[config.mk]
export PLATFORM = sky130hd
export DESIGN_NAME = vpr_regs
export DESIGN_NICKNAME = d
export VERILOG_FILES = /design/src/inc/vpr_pkg.sv /design/src/hw/vpr_regs.sv /design/src/hw/vpr_rst_sync.sv
export SDC_FILE = /design/constraint.sdc
export NUM_CORES = 1
export LEC_CHECK = 0
export ABC_AREA = 1
export BUFFER_PORTS_ARGS = -buffer_cell sky130_fd_sc_hd__buf_2
export CELL_PAD_IN_SITES_DETAIL_PLACEMENT = 0
export CELL_PAD_IN_SITES_GLOBAL_PLACEMENT = 1
export CORE_UTILIZATION = 37
export DETAILED_ROUTE_END_ITERATION = 10
export PLACE_DENSITY = 0.86
export SLEW_MARGIN = 20
export SYNTH_ARGS = -nofsm -noshare
export SYNTH_HDL_FRONTEND = slang
export SYNTH_SLANG_ARGS = --single-unit
export TNS_END_PERCENT = 20
[constraint.sdc]
create_clock -name ref_clk_in -period 2.7 [get_ports ref_clk_in]
set_input_delay 0.54 -clock ref_clk_in [delete_from_list [all_inputs] [get_ports ref_clk_in]]
set_output_delay 0.54 -clock ref_clk_in [all_outputs]
set_load 0.1 [all_outputs]
[src/inc/vpr_pkg.sv]
// What this block does
// - 32-bit words, upper half reserved, MII 16-bit
// - id high bits 15:0 read/write, reset zero
// - id low bits 15:10 oui read/write, zero
// - id low bits 9:4 hold model number
// - id low bits 3:0 revision read/write
// - id low 1CCh/index 3, advert 1D0h/4
// - loader rewrites advert after reset, reload
// - advert bit 15 next page reads 0
// - bit 13 reads 0; 14, 12 reserved
// - bits 11, 10 pause advert read/write
// - pause bits reset 1 if strap low
// - straps captured when chip reset releases
// - advert bit 9 reads 0
// - bits 8:5 read/write, reset to one
// - selector bits 4:0 read/write, reset 00001b
// - advert changes wait for renegotiation
`default_nettype none
package vpr_pkg;
  // byte offsets on the 32-bit register port
  localparam logic [8:0] OFF_IDENT_HIGH = 9'h1C8;
  localparam logic [8:0] OFF_IDENT_LOW  = 9'h1CC;
  localparam logic [8:0] OFF_ADVERT     = 9'h1D0;
  // register indices on the management port
  localparam logic [4:0] IDX_IDENT_HIGH = 5'h02;
  localparam logic [4:0] IDX_IDENT_LOW  = 5'h03;
  localparam logic [4:0] IDX_ADVERT     = 5'h04;
  // field positions inside the low identifier
  localparam int OUI_LO_MSB = 15;
  localparam int OUI_LO_LSB = 10;
  localparam int MODEL_MSB  = 9;
  localparam int MODEL_LSB  = 4;
  localparam int REV_MSB    = 3;
  // advertisement bit positions
  localparam int ADV_NEXT_PAGE  = 15;
  localparam int ADV_REM_FAULT  = 13;
  localparam int ADV_ASYM_PAUSE = 11;
  localparam int ADV_SYM_PAUSE  = 10;
  localparam int ADV_T4         = 9;
  // writable bits of the advertisement: 11, 10, 8:0 less 9
  localparam logic [15:0] ADV_WR_MASK  = 16'h0DFF;
  // abilities and selector after reset, pause bits cleared
  localparam logic [15:0] ADV_RST_BASE = 16'h01E1;
  localparam logic [15:0] ID_HI_RST    = 16'h0000;
  localparam logic [5:0]  OUI_LO_RST   = 6'h00;
  localparam logic [3:0]  REV_RST      = 4'h0;
  // selector code for the only supported message type
  localparam logic [4:0]  SEL_IEEE8023 = 5'h01;
endpackage
`default_nettype wire

[src/hw/vpr_regs.sv]
`timescale 1ns/1ns
`default_nettype none
// identifier and advertisement registers of the emulated phy
module vpr_regs #(
  // model number is arbitrary, not tied to any real part
  parameter logic [5:0] MODEL_NUMBER = 6'h2A
) (
  input  wire logic        ref_clk_in,      // 125 MHz device clock
  input  wire logic        rst_n_in,        // chip reset, active low
  // straps, sampled once at reset release
  input  wire logic        flow_control_manual_strap_in, // 1: no pause
  input  wire logic        fd_fc_strap_in,  // both-pause tie breaker
  // 32-bit register port, byte offsets
  input  wire logic [8:0]  csr_addr_in,     // byte offset
  input  wire logic        csr_wr_in,       // write strobe
  input  wire logic        csr_rd_in,       // read strobe
  input  wire logic [31:0] csr_wdata_in,    // write data
  output logic [31:0]      csr_rdata_out,   // read data, registered
  output logic             csr_ack_out,     // one-cycle answer
  // 16-bit management register port
  input  wire logic [4:0]  mii_idx_in,      // register index
  input  wire logic        mii_wr_in,       // write strobe
  input  wire logic        mii_rd_in,       // read strobe
  input  wire logic [15:0] mii_wdata_in,    // write data
  output logic [15:0]      mii_rdata_out,   // read data, registered
  output logic             mii_ack_out,     // one-cycle answer
  // configuration loader
  input  wire logic        reload_cmd_in,   // reload command pulse
  output logic             load_req_out,    // ask loader to rewrite
  input  wire logic        loader_wr_in,    // loader write strobe
  input  wire logic [15:0] loader_data_in,  // whole advertisement
  // emulated negotiation
  input  wire logic        an_restart_in,   // rerun negotiation
  output logic             an_done_out,     // negotiation complete
  output logic             adv_sym_out,     // advertised sym pause
  output logic             adv_asym_out,    // advertised asym pause
  output logic             lp_sym_out,      // partner sym pause
  output logic             lp_asym_out      // partner asym pause
);

  //////////////////////////////////////////////////////////////////////
  // state
  //////////////////////////////////////////////////////////////////////

  typedef struct packed {
    logic [15:0] id_hi;         // upper oui bits
    logic [5:0]  oui_lo;        // lowest six oui bits
    logic [3:0]  rev;           // revision number
    logic [15:0] adv;           // advertisement, fixed bits kept 0
    logic        strap_man;     // captured manual flow strap
    logic        strap_fd;      // captured full-duplex flow strap
    logic        init_done;     // straps captured after release
    logic        an_done;       // negotiation has run
    logic        lp_sym;        // partner symmetric pause
    logic        lp_asym;       // partner asymmetric pause
    logic [31:0] csr_rdata;     // word read data
    logic        csr_ack;       // word port answer
    logic [15:0] mii_rdata;     // management read data
    logic        mii_ack;       // management port answer
    logic        load_req;      // loader request pulse
  } vpr_state_s;

  vpr_state_s s_r;              // registered state
  vpr_state_s s_nxt;            // next state
  logic       rst_sync_n;       // released reset copy

  //////////////////////////////////////////////////////////////////////
  // reset release
  //////////////////////////////////////////////////////////////////////

  vpr_rst_sync u_rst_sync (
    .clk_in    (ref_clk_in),
    .rst_n_in  (rst_n_in),
    .rst_n_out (rst_sync_n)
  );

  //////////////////////////////////////////////////////////////////////
  // helpers
  //////////////////////////////////////////////////////////////////////

  // 16-bit view of a register index; unknown index reads zero
  function automatic logic [15:0] reg_view(
    input vpr_state_s  st,
    input logic [4:0]  idx
  );
    logic [15:0] v;
    v = 16'h0000;
    case (idx)
      vpr_pkg::IDX_IDENT_HIGH: begin
        v = st.id_hi;
      end
      vpr_pkg::IDX_IDENT_LOW: begin
        v = {st.oui_lo, MODEL_NUMBER, st.rev};
      end
      vpr_pkg::IDX_ADVERT: begin
        v = st.adv & vpr_pkg::ADV_WR_MASK;
      end
      default: begin
        v = 16'h0000;
      end
    endcase
    return v;
  endfunction

  // byte offset to register index, 5'h1F when unmapped
  function automatic logic [4:0] csr_index(input logic [8:0] a);
    logic [4:0] i;
    i = 5'h1F;
    case (a)
      vpr_pkg::OFF_IDENT_HIGH: begin
        i = vpr_pkg::IDX_IDENT_HIGH;
      end
      vpr_pkg::OFF_IDENT_LOW: begin
        i = vpr_pkg::IDX_IDENT_LOW;
      end
      vpr_pkg::OFF_ADVERT: begin
        i = vpr_pkg::IDX_ADVERT;
      end
      default: begin
        i = 5'h1F;
      end
    endcase
    return i;
  endfunction

  //////////////////////////////////////////////////////////////////////
  // next state
  //////////////////////////////////////////////////////////////////////

  // one host write per cycle: loader beats word port beats management port
  always_comb begin
    logic [4:0]  wr_idx;        // target of this cycle's write
    logic [15:0] wr_data;       // low half only, upper is padding
    logic        wr_en;         // a host write happens
    logic        an_run;        // negotiation evaluates now
    logic        sym;           // advertised sym pause used now
    logic        asym;          // advertised asym pause used now
    wr_idx  = 5'h1F;
    wr_data = 16'h0000;
    wr_en   = 1'b0;
    an_run  = 1'b0;
    sym     = 1'b0;
    asym    = 1'b0;
    s_nxt   = s_r;
    s_nxt.load_req = 1'b0;

    // answers and read data, one cycle after the strobe
    s_nxt.csr_ack = csr_rd_in | csr_wr_in;
    s_nxt.mii_ack = mii_rd_in | mii_wr_in;
    if (csr_rd_in) begin
      // upper half is reserved padding and reads 0
      s_nxt.csr_rdata = {16'h0000,
                         reg_view(s_r, csr_index(csr_addr_in))};
    end
    if (mii_rd_in) begin
      s_nxt.mii_rdata = reg_view(s_r, mii_idx_in);
    end

    // pick the host write
    if (csr_wr_in) begin
      wr_en   = 1'b1;
      wr_idx  = csr_index(csr_addr_in);
      wr_data = csr_wdata_in[15:0];
    end else if (mii_wr_in) begin
      wr_en   = 1'b1;
      wr_idx  = mii_idx_in;
      wr_data = mii_wdata_in;
    end

    // host write into the chosen register
    if (wr_en) begin
      case (wr_idx)
        vpr_pkg::IDX_IDENT_HIGH: begin
          s_nxt.id_hi = wr_data;
        end
        vpr_pkg::IDX_IDENT_LOW: begin
          // model number is fixed, its bits are dropped
          s_nxt.oui_lo = wr_data[vpr_pkg::OUI_LO_MSB:
                                 vpr_pkg::OUI_LO_LSB];
          s_nxt.rev    = wr_data[vpr_pkg::REV_MSB:0];
        end
        vpr_pkg::IDX_ADVERT: begin
          // selector taken as written; host keeps it at 802.3
          s_nxt.adv = wr_data & vpr_pkg::ADV_WR_MASK;
        end
        default: begin
          s_nxt.adv = s_r.adv;
        end
      endcase
    end

    // loader rewrites the whole advertisement, winning over hosts
    if (loader_wr_in) begin
      s_nxt.adv = loader_data_in & vpr_pkg::ADV_WR_MASK;
    end

    // first cycle after release: capture straps, set pause default
    if (!s_r.init_done) begin
      s_nxt.init_done = 1'b1;
      s_nxt.strap_man = flow_control_manual_strap_in;
      s_nxt.strap_fd  = fd_fc_strap_in;
      s_nxt.adv[vpr_pkg::ADV_ASYM_PAUSE] =
        ~flow_control_manual_strap_in;
      s_nxt.adv[vpr_pkg::ADV_SYM_PAUSE]  =
        ~flow_control_manual_strap_in;
      s_nxt.load_req = 1'b1;
      an_run = 1'b1;
      sym    = ~flow_control_manual_strap_in;
      asym   = ~flow_control_manual_strap_in;
    end else begin
      if (reload_cmd_in) begin
        s_nxt.load_req = 1'b1;
      end
      // partner result moves only when negotiation reruns
      if (an_restart_in) begin
        an_run = 1'b1;
        sym    = s_r.adv[vpr_pkg::ADV_SYM_PAUSE];
        asym   = s_r.adv[vpr_pkg::ADV_ASYM_PAUSE];
      end
    end

    // emulated partner always accommodates the advertisement
    if (an_run) begin
      s_nxt.an_done = 1'b1;
      case ({sym, asym})
        2'b00: begin
          s_nxt.lp_sym  = 1'b0;
          s_nxt.lp_asym = 1'b0;
        end
        2'b10: begin
          s_nxt.lp_sym  = 1'b1;
          s_nxt.lp_asym = 1'b0;
        end
        2'b01: begin
          s_nxt.lp_sym  = 1'b1;
          s_nxt.lp_asym = 1'b1;
        end
        default: begin
          // both advertised: full-duplex strap picks the flavour
          s_nxt.lp_sym  = s_r.init_done ? s_r.strap_fd
                                        : fd_fc_strap_in;
          s_nxt.lp_asym = 1'b1;
        end
      endcase
    end
  end

  //////////////////////////////////////////////////////////////////////
  // state register
  //////////////////////////////////////////////////////////////////////

  // reset loads constants only; straps enter after release
  always_ff @(posedge ref_clk_in or negedge rst_sync_n) begin
    if (!rst_sync_n) begin
      s_r        <= '0;
      s_r.id_hi  <= vpr_pkg::ID_HI_RST;
      s_r.oui_lo <= vpr_pkg::OUI_LO_RST;
      s_r.rev    <= vpr_pkg::REV_RST;
      s_r.adv    <= vpr_pkg::ADV_RST_BASE;
    end else begin
      s_r <= s_nxt;
    end
  end

  //////////////////////////////////////////////////////////////////////
  // outputs
  //////////////////////////////////////////////////////////////////////

  assign csr_rdata_out = s_r.csr_rdata;
  assign csr_ack_out   = s_r.csr_ack;
  assign mii_rdata_out = s_r.mii_rdata;
  assign mii_ack_out   = s_r.mii_ack;
  assign load_req_out  = s_r.load_req;
  assign an_done_out   = s_r.an_done;
  assign adv_sym_out   = s_r.adv[vpr_pkg::ADV_SYM_PAUSE];
  assign adv_asym_out  = s_r.adv[vpr_pkg::ADV_ASYM_PAUSE];
  assign lp_sym_out    = s_r.lp_sym;
  assign lp_asym_out   = s_r.lp_asym;

  //////////////////////////////////////////////////////////////////////
  // checks
  //////////////////////////////////////////////////////////////////////

  // padding half of a word read is always zero
  a_word_upper_zero:
    assert property (@(posedge ref_clk_in) disable iff (!rst_sync_n)
      csr_ack_out |-> csr_rdata_out[31:16] == 16'h0000)
    else $error("upper half of word read not zero");

  // a word write to the high identifier lands next cycle
  a_ident_high_write:
    assert property (@(posedge ref_clk_in) disable iff (!rst_sync_n)
      csr_wr_in && csr_addr_in == vpr_pkg::OFF_IDENT_HIGH
      |=> s_r.id_hi == $past(csr_wdata_in[15:0]))
    else $error("high identifier write lost");

  // low identifier read answers with model and revision
  a_ident_low_read:
    assert property (@(posedge ref_clk_in) disable iff (!rst_sync_n)
      mii_rd_in && mii_idx_in == vpr_pkg::IDX_IDENT_LOW
      |=> mii_ack_out && mii_rdata_out[9:4] == MODEL_NUMBER
          && mii_rdata_out[3:0] == $past(s_r.rev))
    else $error("low identifier read wrong");

  // loader write replaces the advertisement in one cycle
  a_loader_rewrite:
    assert property (@(posedge ref_clk_in) disable iff (!rst_sync_n)
      loader_wr_in |=>
        s_r.adv == ($past(loader_data_in) & vpr_pkg::ADV_WR_MASK))
    else $error("loader did not rewrite advertisement");

  // loader is asked in the same cycle the straps are captured
  a_loader_request:
    assert property (@(posedge ref_clk_in) disable iff (!rst_sync_n)
      $rose(s_r.init_done) |-> load_req_out ##1 !load_req_out)
    else $error("loader request not a single pulse");

  // next page never advertised
  a_next_page_zero:
    assert property (@(posedge ref_clk_in) disable iff (!rst_sync_n)
      !s_r.adv[vpr_pkg::ADV_NEXT_PAGE])
    else $error("next page bit set");

  // remote fault and reserved bits stay clear
  a_fault_bits_zero:
    assert property (@(posedge ref_clk_in) disable iff (!rst_sync_n)
      s_r.adv[15:12] == {1'b0, 1'b0, 1'b0, 1'b0} ||
      s_r.adv[vpr_pkg::ADV_REM_FAULT] == 1'b0 && !s_r.adv[14]
      && !s_r.adv[12])
    else $error("remote fault or reserved bit set");

  // 100BASE-T4 never advertised; the high identifier uses bit 9 freely, the low one holds a model bit there
  a_t4_bit_zero:
    assert property (@(posedge ref_clk_in) disable iff (!rst_sync_n)
      mii_rd_in && mii_idx_in == vpr_pkg::IDX_ADVERT
      |=> !mii_rdata_out[vpr_pkg::ADV_T4])
    else $error("t4 bit read as one");

  // pause defaults follow the captured manual strap
  a_pause_default:
    assert property (@(posedge ref_clk_in) disable iff (!rst_sync_n)
      $rose(s_r.init_done) && !$past(loader_wr_in) |->
        adv_sym_out == !s_r.strap_man
        && adv_asym_out == !s_r.strap_man)
    else $error("pause default does not follow strap");

  // partner result holds without a rerun
  a_partner_holds:
    assert property (@(posedge ref_clk_in) disable iff (!rst_sync_n)
      s_r.init_done && !an_restart_in
      |=> $stable(lp_sym_out) && $stable(lp_asym_out))
    else $error("partner pause moved without negotiation");
endmodule
`default_nettype wire

[src/hw/vpr_rst_sync.sv]
`timescale 1ns/1ns
`default_nettype none
// two-stage release of an asynchronous active-low reset
module vpr_rst_sync (
  input  wire logic clk_in,     // device clock
  input  wire logic rst_n_in,   // raw reset, active low
  output logic      rst_n_out   // reset released on clock
);
  typedef struct packed {
    logic meta;                 // first stage, read by stage two only
    logic sync;                 // second stage, drives the output
  } vpr_sync_s;

  vpr_sync_s s_r;               // registered state
  vpr_sync_s s_nxt;             // next state

  // shift a one in after the release
  always_comb begin
    s_nxt      = s_r;
    s_nxt.meta = 1'b1;
    s_nxt.sync = s_r.meta;
  end

  // assertion clears both stages at once
  always_ff @(posedge clk_in or negedge rst_n_in) begin
    if (!rst_n_in) begin
      s_r <= '0;
    end else begin
      s_r <= s_nxt;
    end
  end

  assign rst_n_out = s_r.sync;
endmodule
`default_nettype wire

==> metrics list <==
- Number of vias per cell after detailed routing: 4.857
- TritonCTS built the clock tree.
- Counting flops with a built-in enable in the synthesized netlist gives 0.
* Commonest cells post-synth: nand2_1 (171), dfrtp_1 (74), buf_4 (54), inv_1 (41), o21ai_0 (36)
- The worst pin sits at a relative slew slack of 51.65%.
- Kind of capture point of the worst setup path: register
- Clock skew after layout: 8.727 ps
- Clk_lat worst skew: 340 ps
* Root Buffer: clkbuf_16
* Worst hold slack: 333.2 ps
- Routed wire length per instance: 14.12 µm
- After detailed routing, the number of remaining DRC violations is 1.
* Crit path launch: csr_wr_in
* Standby leakage power: 2.737 nW
* Maximum net fanout on the critical path: 19
- For the pin with the worst max-slew slack, the measured transition is 725.3 ps.
- For this block, the initial DRC count from the detailed router was 231.
- The first global-routing pass estimated 17.70 mm of wire.
* Maxcap violations: 0
* Number of cells produced by synthesis: 545
* Maximum number of buffers from clock root to sink: 2
- Dividing total power by cell area gives a power density of 596.0 mW/mm².
- Kind of critical path: in -> reg
- Biggest area contributors in the synthesized netlist: dfrtp_1 (41%), nand2_1 (14%), buf_4 (9.0%)
- Synthesis inferred 79 register bits.
* Number of antenna violations at the first check in global routing: 0
- In this run, post-CTS repair resized a total of 0 instances.
- Timing would allow up to 0.5220 GHz.
- The worst hold path belongs to the class reg -> async.
- Detailed routing inserted a total of 3745 vias.
- Once layout is complete, the cells apart from fillers number 771.
* Most common flop cell mapped by yosys: dfrtp_1
- Cell with the most instances after synthesis: nand2_1
* Sequential cell area in the final layout: 0.001984 mm²
- Summing all multi-input logic gate instances after layout gives 0.001952 mm².
- The H-tree was split into 3 levels.
* Number of inserted diodes: 0
- Crit share post-route: 70.95%
- Horizontal die dimension: 112.6 µm
- In this run the critical register-to-register path is launched from s_r[54].
* Final critical path time including I/O delays and setup: 1916 ps
- Number of buffer cells added on primary ports: 107
* Syn avg cell area: 8.302 µm²
- Maximum VDD drop: 0.3209 mV
- Worst Reg2Reg Path Length in Cells: 5
- Global routing used 17.85% of the available tracks.
- After clock tree synthesis, the clock-pin slew on the worst setup and hold paths is 60 ps.
* Final HPWL from detailed placement: 8.549 mm
* Placed Cells incl. Taps: 754
- Cell area after synthesis: 0.004524 mm²
* Hold buffer count at cts: 1
- Initial Utilization: 37.82%
* Tot Pwr: 3.100 mW
- At the worst endpoint, the required time is 2980 ps.
* Row count: 40
- Synth-to-Final Area Change: 14.96%
- Total core area: 0.01196 mm²
- Final net count: 709
- Setup repair after global routing left no endpoint under its margin.
* Number of pins exceeding their max-slew limit in the final report: 0
- At the end of routability-driven placement, the weighted congestion stood at 0.8672.
- During I/O placement, the number of pins put on the boundary was 145.
- Die outline area: 0.01267 mm²
- After global routing the overflow that remains totals 0.
* Number of global-route vias before repair: 3480
* R2R Setup Slk: 1150 ps
- Violations in the final reports: DRC
- The tree built by TritonCTS fans out to 79 sinks.
- The filler cells instantiated in the layout total 1167.
- For this run, the register share of the synthesized area comes to 43.83%.
* Fraction of registers with async set or reset after synthesis: 100.0%
- The number of setup buffers added after CTS is 0.
- Run status: complete, but fails checks
- Top cell type's share of synthesized area: 40.93%
- Number of iterations in the first detailed-routing pass: 8
- In this run, distinct cell masters in the synthesized netlist total 38.
* Count of endpoints failing setup in the final report: 0
* Library cell with the largest summed area after synthesis: dfrtp_1
* Height of the chip: 112.6 µm
- After detailed routing, the total wire length is 10.89 mm.
- CTS buffer count: 9
- Worst R2R End: lp_sym_out
- The critical path ends at s_r[64].
- Crit start category: input port
* Final number of hold-violating endpoints: 0
* Worst Path Arrival: 2200 ps
* Antenna viol nets, final: 0
- Accumulated negative setup slack: 0 ps
- The post-route netlist has 29.01% of its cells at a drive strength greater than 1.
- Largest net degree at the start of global routing: 33
- Warning count from the yosys run: 0
cell usage in the layout (no fill, tap or decap), drive strengths merged:
cell type	instances
nand2	180
buf	113
dfrtp	74
inv	45
o21ai	39
nand3	38
a22o	22
conb	18
nor2	18
nand4	15
mux2	10
clkbuf	9
o221ai	6
a21oi	6
dfstp	5
or2	4
o22ai	4
clkinv	4
o211ai	3
nor3	3
bufinv	2
a31oi	1
a21o	1
a22oi	1
ha	1
clkinvlp	1
dlygate4sd3	1
worst min-delay path by stage:
stage | endpoint | slack, ps | from
after global routing | u_rst_sync.rst_n_out | 370 | u_rst_sync.s_nxt[0]
after floorplan | u_rst_sync.rst_n_out | 240 | rst_n_in
final | s_r[59] | 330 | u_rst_sync.rst_n_out
after global placement | u_rst_sync.s_nxt[0] | 320 | rst_n_in
after detailed placement | u_rst_sync.s_nxt[0] | 330 | rst_n_in
after CTS | s_r[59] | 360 | u_rst_sync.rst_n_out
power by group:
part / switching, mW / internal (mW) / total [mW]
Sequential: 0.0487 / 1.25 / 1.30
Clock: 0.474 / 0.810 / 1.28
Combinational: 0.398 / 0.121 / 0.519
routing by layer:
layer | GRT usage, % | vias to the layer above | part of all wire [%]
met5 | 0 | - | 0
met3 | 3.564 | 16 | 5.7
met4 | 6.489 | 0 | 2.2
met2 | 28.35 | 142 | 45
li1 | - | 1884 | -
met1 | 24.18 | 1703 | 47
flip-flops by register name, summed over array words and instances, names as in the netlist:
| signal | flops |
|---|---|
| s_r | 37 |
| csr_rdata_out | 16 |
| mii_rdata_out | 16 |
| adv_asym_out | 1 |
| adv_sym_out | 1 |
| an_done_out | 1 |
| csr_ack_out | 1 |
| load_req_out | 1 |
| lp_asym_out | 1 |
| lp_sym_out | 1 |
| mii_ack_out | 1 |
| u_rst_sync.rst_n_out | 1 |
| u_rst_sync.s_nxt | 1 |
worst max-delay path: stages:
cell	delay, ps
buf_2	180
nor2_4	430
nand2_1	200
nand2_4	150
nand2_1	60
nor2_1	120
nand2_2	180
nand2_2	200
nand2_1	80
nand2_1	70
logic make-up after synthesis:
family | Yosys count | synth area share (%)
simple gates | 258 | 26.88
buf+inv | 112 | 14.35
compound gates | 83 | 12.00
flops | 79 | 43.83
mux | 10 | 2.489
other cells | 2 | 0.1660
fa+ha+maj | 1 | 0.2765
stage by stage:
stage | cell area, µm² | util [%] | setup WS (ps)
final | 5201 | 43.48 | 784.3
after global routing | 5201 | 43.48 | 582.9
after CTS | 5201 | 43.48 | 713.7
after detailed placement | 4871 | 40.72 | 390.9
after global placement | 4871 | 40.72 | 421.6
after floorplan | 4584 | - | 345.6
cell type report:
| type | instances | area share (%) |
|---|---|---|
| Sequential cell | 79 | 38.15 |
| Multi-Input combinational cell | 370 | 37.53 |
| Timing Repair Buffer | 114 | 11.35 |
| Clock buffer | 9 | 4.330 |
| Tap cell | 147 | 3.536 |
| Inverter | 45 | 3.272 |
| Clock inverter | 7 | 1.828 |
Note: power is estimated with default switching activity, not from simulation.
